`config.mk`:
```
export PLATFORM = sky130hd
export DESIGN_NAME = ctb_regs
export DESIGN_NICKNAME = d
export VERILOG_FILES = /design/src/include/ctb_pkg.sv /design/src/ctb_regs.sv /design/src/ctb_irq.sv
export SDC_FILE = /design/constraint.sdc
export NUM_CORES = 1
export LEC_CHECK = 0
export ABC_AREA = 1
export BUFFER_PORTS_ARGS = -buffer_cell sky130_fd_sc_hd__buf_4
export CAP_MARGIN = 20
export CORE_MARGIN = 1.5
export CORE_UTILIZATION = 53
export DETAILED_ROUTE_END_ITERATION = 12
export GPL_TIMING_DRIVEN = 0
export PLACE_DENSITY = 0.95
export SLEW_MARGIN = 15
export SYNTH_ARGS = -nofsm -noshare
export SYNTH_HDL_FRONTEND = slang
export SYNTH_SLANG_ARGS = --single-unit
export TNS_END_PERCENT = 100
```
`constraint.sdc`:
```
create_clock -name clk_i -period 3.25 [get_ports clk_i]
set_input_delay 0.4875 -clock clk_i [delete_from_list [all_inputs] [get_ports clk_i]]
set_output_delay 0.4875 -clock clk_i [all_outputs]
set_load 0.03 [all_outputs]
```
`src/include/ctb_pkg.sv`:
```
// constants and carrier types for the tie-off, bias and status register slice
package ctb_pkg;

   localparam int unsigned DW      = 9;
   localparam int unsigned ADR_W   = 10;
   localparam int unsigned EV_W    = 4;
   localparam int unsigned RD_W    = 32;

   // register indices; byte address is four times the index
   localparam logic [7:0] IDX_TIEOFF   = 8'h4a;
   localparam logic [7:0] IDX_BIAS     = 8'h4b;
   localparam logic [7:0] IDX_P2P      = 8'h4c;
   localparam logic [7:0] IDX_PEAK     = 8'h4d;
   localparam logic [7:0] IDX_AMUTE    = 8'h4e;
   localparam logic [7:0] IDX_IRQ_STAT = 8'h50;
   localparam logic [7:0] IDX_IRQ_MASK = 8'h51;

   // writable bits of each register
   localparam logic [8:0] TIE_WR_MASK   = 9'h107;
   localparam logic [8:0] BIAS_WR_MASK  = 9'h17f;
   localparam logic [8:0] AMUTE_WR_MASK = 9'h020;

   // field positions in the automute select and status word
   localparam int unsigned AMUTE_SEL_BIT = 5;
   localparam int unsigned HV_BIT        = 4;
   localparam int unsigned GATE_BIT      = 3;

   // event positions in the interrupt status and mask words
   localparam int unsigned EV_HV_RISE   = 0;
   localparam int unsigned EV_HV_FALL   = 1;
   localparam int unsigned EV_GATE_ON   = 2;
   localparam int unsigned EV_GATE_OFF  = 3;

   localparam logic [8:0]  TIE_RST   = 9'h000;
   localparam logic [8:0]  BIAS_RST  = 9'h000;
   localparam logic        AMUTE_RST = 1'b0;
   localparam logic [3:0]  MASK_RST  = 4'h0;
   localparam logic [3:0]  STAT_RST  = 4'h0;
   localparam logic [31:0] RD_RST    = 32'h0000_0000;

   typedef struct packed {
      logic       input_tieoff_override_enable;
      logic [4:0] unused_right;
      logic       force_left_line_tieoff;
      logic       force_left_inv_amp_tieoff;
      logic       force_left_noninv_amp_tieoff;
   } ctb_tie_s;

   typedef struct packed {
      logic input_stage_bias_half;
      logic rsvd;
      logic input_stage_bias_raise;
      logic input_stage_bias_lower;
      logic input_buffer_bypass_force;
      logic input_buffer_ground_force;
      logic ref_high_ohm_ground_force;
      logic ref_mid_ohm_ground_force;
      logic ref_low_ohm_ground_force;
   } ctb_bias_s;

   // one channel's level controller readouts
   typedef struct packed {
      logic       on;
      logic [8:0] p2p;
      logic [8:0] peak;
   } ctb_alc_s;

endpackage : ctb_pkg

```
`src/ctb_regs.sv`:
```
// tie-off override, bias control, level readout and automute status registers
//
// Contract
// - tie-off force bits act only when override set
// - left line tie-off follows its force bit
// - left inverting amp tie-off follows its bit
// - left non-inverting amp tie-off follows its bit
// - half-bias bit halves input stage bias
// - raise bit adds fixed bias increment
// - lower bit subtracts fixed bias amount
// - bypass force closes switch while buffer disabled
// - ground force closes switch while buffer disabled
// - high-ohm reference switch forced or power-managed
// - mid-ohm reference switch forced or power-managed
// - low-ohm reference switch forced or power-managed
// - peak-to-peak readout reports larger controlled channel
// - peak detector readout reports larger controlled channel
// - automute source select drives observation point
// - status bit reports speaker supply high detector
// - status bit reports noise gate holding gain
//
// The implementer's own choice: register access over Wishbone.
`timescale 1ns/10ps
module ctb_regs (
   input  wire logic                       clk_i,
   input  wire logic                       rst_i,
   input  wire logic                       wb_cyc_i,
   input  wire logic                       wb_stb_i,
   input  wire logic                       wb_we_i,
   input  wire logic [ctb_pkg::ADR_W-1:0]  wb_adr_i,
   input  wire logic [3:0]                 wb_sel_i,
   input  wire logic [31:0]                wb_dat_i,
   output logic      [31:0]                wb_dat_o,
   output logic                            wb_ack_o,
   input  wire ctb_pkg::ctb_alc_s          alc_left_i,
   input  wire ctb_pkg::ctb_alc_s          alc_right_i,
   input  wire logic                       noise_gate_active_flag_i,
   input  wire logic                       speaker_supply_high_flag_i,
   input  wire logic                       auto_left_line_tieoff_i,
   input  wire logic                       auto_left_inv_tieoff_i,
   input  wire logic                       auto_left_noninv_tieoff_i,
   input  wire logic                       input_buffer_enabled_i,
   input  wire logic                       auto_buffer_bypass_i,
   input  wire logic                       auto_buffer_ground_i,
   input  wire logic [2:0]                 pm_ref_ground_i,
   output logic                            left_line_tieoff_o,
   output logic                            left_inv_tieoff_o,
   output logic                            left_noninv_tieoff_o,
   output logic                            input_stage_bias_half_o,
   output logic                            input_stage_bias_raise_o,
   output logic                            input_stage_bias_lower_o,
   output logic                            input_buffer_bypass_o,
   output logic                            input_buffer_ground_o,
   output logic [2:0]                      ref_ground_o,
   output logic                            automute_source_select_o,
   output logic                            irq_o
);

   ctb_pkg::ctb_tie_s         tie_q;
   ctb_pkg::ctb_bias_s        bias_q;
   logic                      amute_sel_q;
   logic [8:0]                p2p_q;
   logic [8:0]                peak_q;
   logic                      hv_meta_q;
   logic                      hv_sync_q;
   logic                      hv_prev_q;
   logic                      gate_prev_q;
   logic                      ack_q;
   logic [31:0]               rd_q;
   logic [31:0]               rd_d;
   logic [7:0]                idx;
   logic                      req;
   logic                      wr;
   logic [8:0]                wmask;
   logic [8:0]                wdat;
   logic [8:0]                amute_word;
   logic [ctb_pkg::EV_W-1:0]  events;
   logic [ctb_pkg::EV_W-1:0]  irq_status;
   logic [ctb_pkg::EV_W-1:0]  irq_mask;
   logic [ctb_pkg::EV_W-1:0]  irq_clr;

   // bus decode: one access per request, answered one cycle later
   assign idx   = wb_adr_i[ctb_pkg::ADR_W-1:2];
   assign req   = wb_cyc_i & wb_stb_i & ~ack_q;
   assign wr    = req & wb_we_i;
   assign wmask = {wb_sel_i[1], {8{wb_sel_i[0]}}};
   assign wdat  = wb_dat_i[8:0];
   assign irq_clr = (wr && idx == ctb_pkg::IDX_IRQ_STAT && wb_sel_i[0])
                  ? wb_dat_i[ctb_pkg::EV_W-1:0] : '0;

   always_ff @(posedge clk_i) begin
      if (rst_i) begin
         ack_q <= 1'b0;
      end else begin
         ack_q <= req;
      end
   end

   always_ff @(posedge clk_i) begin
      if (rst_i) begin
         tie_q <= ctb_pkg::TIE_RST;
      end else if (wr && idx == ctb_pkg::IDX_TIEOFF) begin
         tie_q <= (tie_q & ~(wmask & ctb_pkg::TIE_WR_MASK))
                | (wdat & wmask & ctb_pkg::TIE_WR_MASK);
      end
   end

   // reserved bit is never stored
   always_ff @(posedge clk_i) begin
      if (rst_i) begin
         bias_q <= ctb_pkg::BIAS_RST;
      end else if (wr && idx == ctb_pkg::IDX_BIAS) begin
         bias_q <= (bias_q & ~(wmask & ctb_pkg::BIAS_WR_MASK))
                 | (wdat & wmask & ctb_pkg::BIAS_WR_MASK);
      end
   end

   // only the select bit of the status word is writable
   always_ff @(posedge clk_i) begin
      if (rst_i) begin
         amute_sel_q <= ctb_pkg::AMUTE_RST;
      end else if (wr && idx == ctb_pkg::IDX_AMUTE && wmask[ctb_pkg::AMUTE_SEL_BIT]) begin
         amute_sel_q <= wdat[ctb_pkg::AMUTE_SEL_BIT];
      end
   end

   // level readouts: larger channel when both are under control
   always_ff @(posedge clk_i) begin
      if (rst_i) begin
         p2p_q  <= 9'h000;
         peak_q <= 9'h000;
      end else if (alc_left_i.on && alc_right_i.on) begin
         p2p_q  <= (alc_left_i.p2p >= alc_right_i.p2p) ? alc_left_i.p2p
                                                       : alc_right_i.p2p;
         peak_q <= (alc_left_i.peak >= alc_right_i.peak) ? alc_left_i.peak
                                                         : alc_right_i.peak;
      end else if (alc_right_i.on) begin
         p2p_q  <= alc_right_i.p2p;
         peak_q <= alc_right_i.peak;
      end else begin
         p2p_q  <= alc_left_i.p2p;
         peak_q <= alc_left_i.peak;
      end
   end

   // supply detector comes from the analog side
   always_ff @(posedge clk_i) begin
      if (rst_i) begin
         hv_meta_q <= 1'b0;
         hv_sync_q <= 1'b0;
      end else begin
         hv_meta_q <= speaker_supply_high_flag_i;
         hv_sync_q <= hv_meta_q;
      end
   end

   always_ff @(posedge clk_i) begin
      if (rst_i) begin
         hv_prev_q   <= 1'b0;
         gate_prev_q <= 1'b0;
      end else begin
         hv_prev_q   <= hv_sync_q;
         gate_prev_q <= noise_gate_active_flag_i;
      end
   end

   always_comb begin
      events                         = '0;
      events[ctb_pkg::EV_HV_RISE]  = hv_sync_q & ~hv_prev_q;
      events[ctb_pkg::EV_HV_FALL]  = ~hv_sync_q & hv_prev_q;
      events[ctb_pkg::EV_GATE_ON]  = noise_gate_active_flag_i & ~gate_prev_q;
      events[ctb_pkg::EV_GATE_OFF] = ~noise_gate_active_flag_i & gate_prev_q;
   end

   ctb_irq u_irq (
      .clk_i     (clk_i),
      .rst_i     (rst_i),
      .event_i   (events),
      .clr_wr_i  (wr && idx == ctb_pkg::IDX_IRQ_STAT && wb_sel_i[0]),
      .mask_wr_i (wr && idx == ctb_pkg::IDX_IRQ_MASK && wb_sel_i[0]),
      .wr_data_i (wb_dat_i[ctb_pkg::EV_W-1:0]),
      .status_o  (irq_status),
      .mask_o    (irq_mask),
      .irq_o     (irq_o)
   );

   always_comb begin
      amute_word                         = 9'h000;
      amute_word[ctb_pkg::AMUTE_SEL_BIT] = amute_sel_q;
      amute_word[ctb_pkg::HV_BIT]        = hv_sync_q;
      amute_word[ctb_pkg::GATE_BIT]      = noise_gate_active_flag_i;
   end

   // read mux; unmapped indices read zero
   always_comb begin
      rd_d = ctb_pkg::RD_RST;
      unique case (idx)
         ctb_pkg::IDX_TIEOFF:   rd_d[8:0] = tie_q & ctb_pkg::TIE_WR_MASK;
         ctb_pkg::IDX_BIAS:     rd_d[8:0] = bias_q & ctb_pkg::BIAS_WR_MASK;
         ctb_pkg::IDX_P2P:      rd_d[8:0] = p2p_q;
         ctb_pkg::IDX_PEAK:     rd_d[8:0] = peak_q;
         ctb_pkg::IDX_AMUTE:    rd_d[8:0] = amute_word;
         ctb_pkg::IDX_IRQ_STAT: rd_d[ctb_pkg::EV_W-1:0] = irq_status;
         ctb_pkg::IDX_IRQ_MASK: rd_d[ctb_pkg::EV_W-1:0] = irq_mask;
         default:               rd_d = ctb_pkg::RD_RST;
      endcase
   end

   always_ff @(posedge clk_i) begin
      if (rst_i) begin
         rd_q <= ctb_pkg::RD_RST;
      end else if (req && !wb_we_i) begin
         rd_q <= rd_d;
      end else if (!req) begin
         rd_q <= ctb_pkg::RD_RST;
      end
   end

   assign wb_ack_o = ack_q;
   assign wb_dat_o = rd_q;

   // input tie-off switches: manual force or automatic control
   always_ff @(posedge clk_i) begin
      if (rst_i) begin
         left_line_tieoff_o   <= 1'b0;
         left_inv_tieoff_o    <= 1'b0;
         left_noninv_tieoff_o <= 1'b0;
      end else if (tie_q.input_tieoff_override_enable) begin
         left_line_tieoff_o   <= tie_q.force_left_line_tieoff;
         left_inv_tieoff_o    <= tie_q.force_left_inv_amp_tieoff;
         left_noninv_tieoff_o <= tie_q.force_left_noninv_amp_tieoff;
      end else begin
         left_line_tieoff_o   <= auto_left_line_tieoff_i;
         left_inv_tieoff_o    <= auto_left_inv_tieoff_i;
         left_noninv_tieoff_o <= auto_left_noninv_tieoff_i;
      end
   end

   // bias trims go straight to the analog bias generator
   always_ff @(posedge clk_i) begin
      if (rst_i) begin
         input_stage_bias_half_o  <= 1'b0;
         input_stage_bias_raise_o <= 1'b0;
         input_stage_bias_lower_o <= 1'b0;
      end else begin
         input_stage_bias_half_o  <= bias_q.input_stage_bias_half;
         input_stage_bias_raise_o <= bias_q.input_stage_bias_raise;
         input_stage_bias_lower_o <= bias_q.input_stage_bias_lower;
      end
   end

   // buffer switches: force applies only while the buffer amp is off
   always_ff @(posedge clk_i) begin
      if (rst_i) begin
         input_buffer_bypass_o <= 1'b0;
         input_buffer_ground_o <= 1'b0;
      end else begin
         input_buffer_bypass_o <= (bias_q.input_buffer_bypass_force && !input_buffer_enabled_i)
                                | auto_buffer_bypass_i;
         input_buffer_ground_o <= (bias_q.input_buffer_ground_force && !input_buffer_enabled_i)
                                | auto_buffer_ground_i;
      end
   end

   // reference ground switches: [2] high, [1] mid, [0] low value path
   always_ff @(posedge clk_i) begin
      if (rst_i) begin
         ref_ground_o <= 3'h0;
      end else begin
         ref_ground_o[2] <= bias_q.ref_high_ohm_ground_force | pm_ref_ground_i[2];
         ref_ground_o[1] <= bias_q.ref_mid_ohm_ground_force | pm_ref_ground_i[1];
         ref_ground_o[0] <= bias_q.ref_low_ohm_ground_force | pm_ref_ground_i[0];
      end
   end

   always_ff @(posedge clk_i) begin
      if (rst_i) begin
         automute_source_select_o <= 1'b0;
      end else begin
         automute_source_select_o <= amute_sel_q;
      end
   end
endmodule : ctb_regs

```
`src/ctb_irq.sv`:
```
// sticky event status, mask and level interrupt output
`timescale 1ns/10ps
module ctb_irq (
   input  wire logic                      clk_i,
   input  wire logic                      rst_i,
   input  wire logic [ctb_pkg::EV_W-1:0]  event_i,
   input  wire logic                      clr_wr_i,
   input  wire logic                      mask_wr_i,
   input  wire logic [ctb_pkg::EV_W-1:0]  wr_data_i,
   output logic      [ctb_pkg::EV_W-1:0]  status_o,
   output logic      [ctb_pkg::EV_W-1:0]  mask_o,
   output logic                           irq_o
);

   logic [ctb_pkg::EV_W-1:0] status_q;
   logic [ctb_pkg::EV_W-1:0] status_d;
   logic [ctb_pkg::EV_W-1:0] mask_q;

   // a new event beats a write-one-to-clear in the same cycle
   always_comb begin
      status_d = status_q;
      if (clr_wr_i) begin
         status_d = status_d & ~wr_data_i;
      end
      status_d = status_d | event_i;
   end

   always_ff @(posedge clk_i) begin
      if (rst_i) begin
         status_q <= ctb_pkg::STAT_RST;
      end else begin
         status_q <= status_d;
      end
   end

   always_ff @(posedge clk_i) begin
      if (rst_i) begin
         mask_q <= ctb_pkg::MASK_RST;
      end else if (mask_wr_i) begin
         mask_q <= wr_data_i;
      end
   end

   always_ff @(posedge clk_i) begin
      if (rst_i) begin
         irq_o <= 1'b0;
      end else begin
         irq_o <= |(status_d & mask_q);
      end
   end

   assign status_o = status_q;
   assign mask_o   = mask_q;

endmodule : ctb_irq

```
==> results.yml <==
sta:
  final_max_slew_viol_count: 0
  hold_viol: 0
  setup_tns_ps: 0
  setup_viol: 0
  worst_pin_slew_ps: 592.9
  slew_headroom: 0.6033
  setup_slack_ps: 1513
  skew_ps: 6.956
  min_period_ps: 1737
  max_freq_mhz: 575.7
  fin_crit_sh: 0.5344
  rsz0062_at_grt: "false"
power:
  ir_drop_mv: 0.2165
  p_switching_w: 0.0005122
  p_int_w: 0.001418
  powerDensity_nw_per_um2: 397.3
  switching_share: 0.2654
  p_leak_nw: 2.413
  clkPwrFrac: 0.370
  pwr-share-comb: 0.191
  p_seq_frac: 0.439
min_path:
  holdPathStages: 3
  hold_start: "pm_ref_ground_i[1]"
  min_to: "ref_ground_o[1]"
  hp-class: "input port to flop"
critical_path:
  reg2reg_slack_ps: 1560
  slowest_delay_ps: 320
  critPathCaptureType: "flop"
  startpoint_type: "input port"
  worstPathArrival_ps: 2000
  critPathMaxFanout: 10
  regToRegStartpoint: "wb_ack_o"
  crit_chain: "buf_4 -> ha_1 -> nand2_1 -> nor2_1 -> o21ai_0 -> nand3_1 -> nand2_1 -> nand2_2 -> nand2_1 -> nand3_1 -> a21oi_1"
  required_ps: 3510
  crit_type: "input port to flop"
  critical_path.most_common_cell: "nand2_1"
  crit_path_top_delay_cell: "ha_1"
  worstRegToRegCells: 8
yosys:
  yosys_register_bits: 66
  synth_area_um2: 3750
  postSynthCellCount: 542
  synth.area.top_cells: "dfxtp_1 35%, nand3_1 9.3%, nand2_1 9.3%"
  synth-edff-count: 0
  yosysWarnings: 0
  yosysUniqueCellTypes: 30
  synth_ff_type: "dfxtp_1"
  ys_seq_area_frac: 0.3524
  yosysTopAreaCellShare: 0.3524
  synth_area_per_cell_um2: 6.919
  yosysTopAreaCell: "dfxtp_1"
  async_flop_share: 0
  synth.most_common_cell: "nand2_1"
  synth_common_cells: "93 x nand2_1, 70 x inv_1, 70 x nand3_1, 66 x dfxtp_1, 54 x nor2_1"
clock_tree:
  cts_setup_buffers: 0
  hold_buffers: 0
  cts_buffer_depth: 2
  cts_tree: "yes"
  clock_latency_ps: 340
  h-tree-depth: 3
  cts.sinks: 66
  clk_transition_reported_paths_ps: 70
  cts_made_buffers: 9
  cts_resized: 0
  cts_root_buf: "clkbuf_8"
die:
  die_h_um: 87.12
  die_area_um2: 7589
  core_area_um2: 6832
  rows: 30
  start_util: 0.5489
  ios: 146
  die-width_um: 87.12
grt:
  grt_max_degree: 11
  grt_pass1_vias: 3658
  grt_pass1_wl_um: 15390
  grt.total_usage: 0.2563
  grt.busiest_layer: "met2"
  overflow: 0
  met2_usage: 0.4581
  grt_use_met3: 0.03128
  antenna_found_initial: 0
  met1_usage: 0.2966
cells_and_area:
  antenna_cells: 0
  syn_to_final_growth_pct: 29.56
  layout.cells.non_filler: 769
  drive_gt1_frac: 0.2407
  final_nets: 787
  n_fill_cell: 550
run:
  maxCapViolations: 0
detailed_routing:
  drtIter0Drc: 350
  drcViolationCount: 0
  routed_wl_um: 9877
  firstDrtPassIters: 5
  drtAntennaViolNets: 0
  vias: 4007
  viasPerCell: 5.211
  wire_per_inst_um: 12.84
outcome:
  outcome: "finished, final reports clean"
place:
  placedCellCount: 754
  io_buffers: 94
  gp_congestion: 0.9609
  post-place-ws_ps: 1205
  dp_hpwl_um: 7679
metrics by stage:
stage	power, W	utilization	hold WS (ps)	cell area, um2
after floorplan	0.001089	-	388.3	3832
after global placement	0.001211	0.6819	402.3	4658
after detailed placement	0.001226	0.6819	402.0	4658
after CTS	0.001928	0.7112	348.0	4858
after global routing	0.002002	0.7112	377.9	4858
final	0.001930	0.7112	353.6	4858
final cells by class:
type	count	area, um2	share of cell area
Inverter	75	281.5	0.05794
Clock inverter	3	65.06	0.01339
Sequential cell	66	1321	0.2720
Timing Repair Buffer	94	705.7	0.1452
Buffer	38	242.7	0.04996
Clock buffer	12	135.1	0.02781
Multi-Input combinational cell	385	1987	0.4090
Tap cell	96	120.1	0.02472
layer usage:
metal  vias up  part of all wire
li1       1975                 -
met5         -                 0
met4         0             0.034
met3        34             0.088
met2       226              0.49
met1      1772              0.39
power by group through the flow:
stage                     logic (W)  clock network [W]  registers (W)
after floorplan            0.000215                  0       0.000873
after global placement     0.000348                  0       0.000863
after detailed placement   0.000361                  0       0.000865
after CTS                  0.000363           0.000718       0.000846
after global routing       0.000406           0.000748       0.000848
final                      0.000369           0.000715       0.000847
cells in the final DEF (no fill, tap or decap), drive strengths merged:
master / n
nand4: 2
nor2: 63
a21oi: 52
inv: 74
clkbuf: 26
conb: 23
dfxtp: 66
nor3: 5
clkinv: 2
or2: 3
bufinv: 2
o21ai: 27
ha: 18
o211ai: 1
o21a: 2
buf: 118
a22oi: 18
nand3: 70
nand2: 101
worst max-delay path by stage:
stage                    start   endpoint  slack [ps]  cells past startpoint
3_5_place_dp   alc_right_i[13]   p2p_q[6]        1210                     12
6_report         alc_left_i[4]  peak_q[4]        1510                     11
5_1_grt         alc_right_i[4]  peak_q[4]        1320                     10
4_1_cts        alc_right_i[13]   p2p_q[6]        1560                     12
2_1_floorplan  alc_right_i[13]   p2p_q[6]        1540                     11
3_3_place_gp     alc_left_i[4]  peak_q[4]        1220                     11
logic make-up after synthesis:
| group | count (synthesis) | synth area share |
|---|---|---|
| other | 1 | 0.001000 |
| adders and majority gates | 18 | 0.06006 |
| DFF | 66 | 0.3524 |
| buffers and inverters | 113 | 0.1398 |
| AOI/OAI and AO/OA | 100 | 0.1515 |
| and+or+nand+nor | 244 | 0.2953 |
worst max-delay path: cells and delay by family:
family          cells  cell delay [ps]
simple gates        7              850
fa+ha+maj           1              320
compound gates      2              230
buf+inv             1              120
Note: power is estimated with default switching activity, not from simulation.
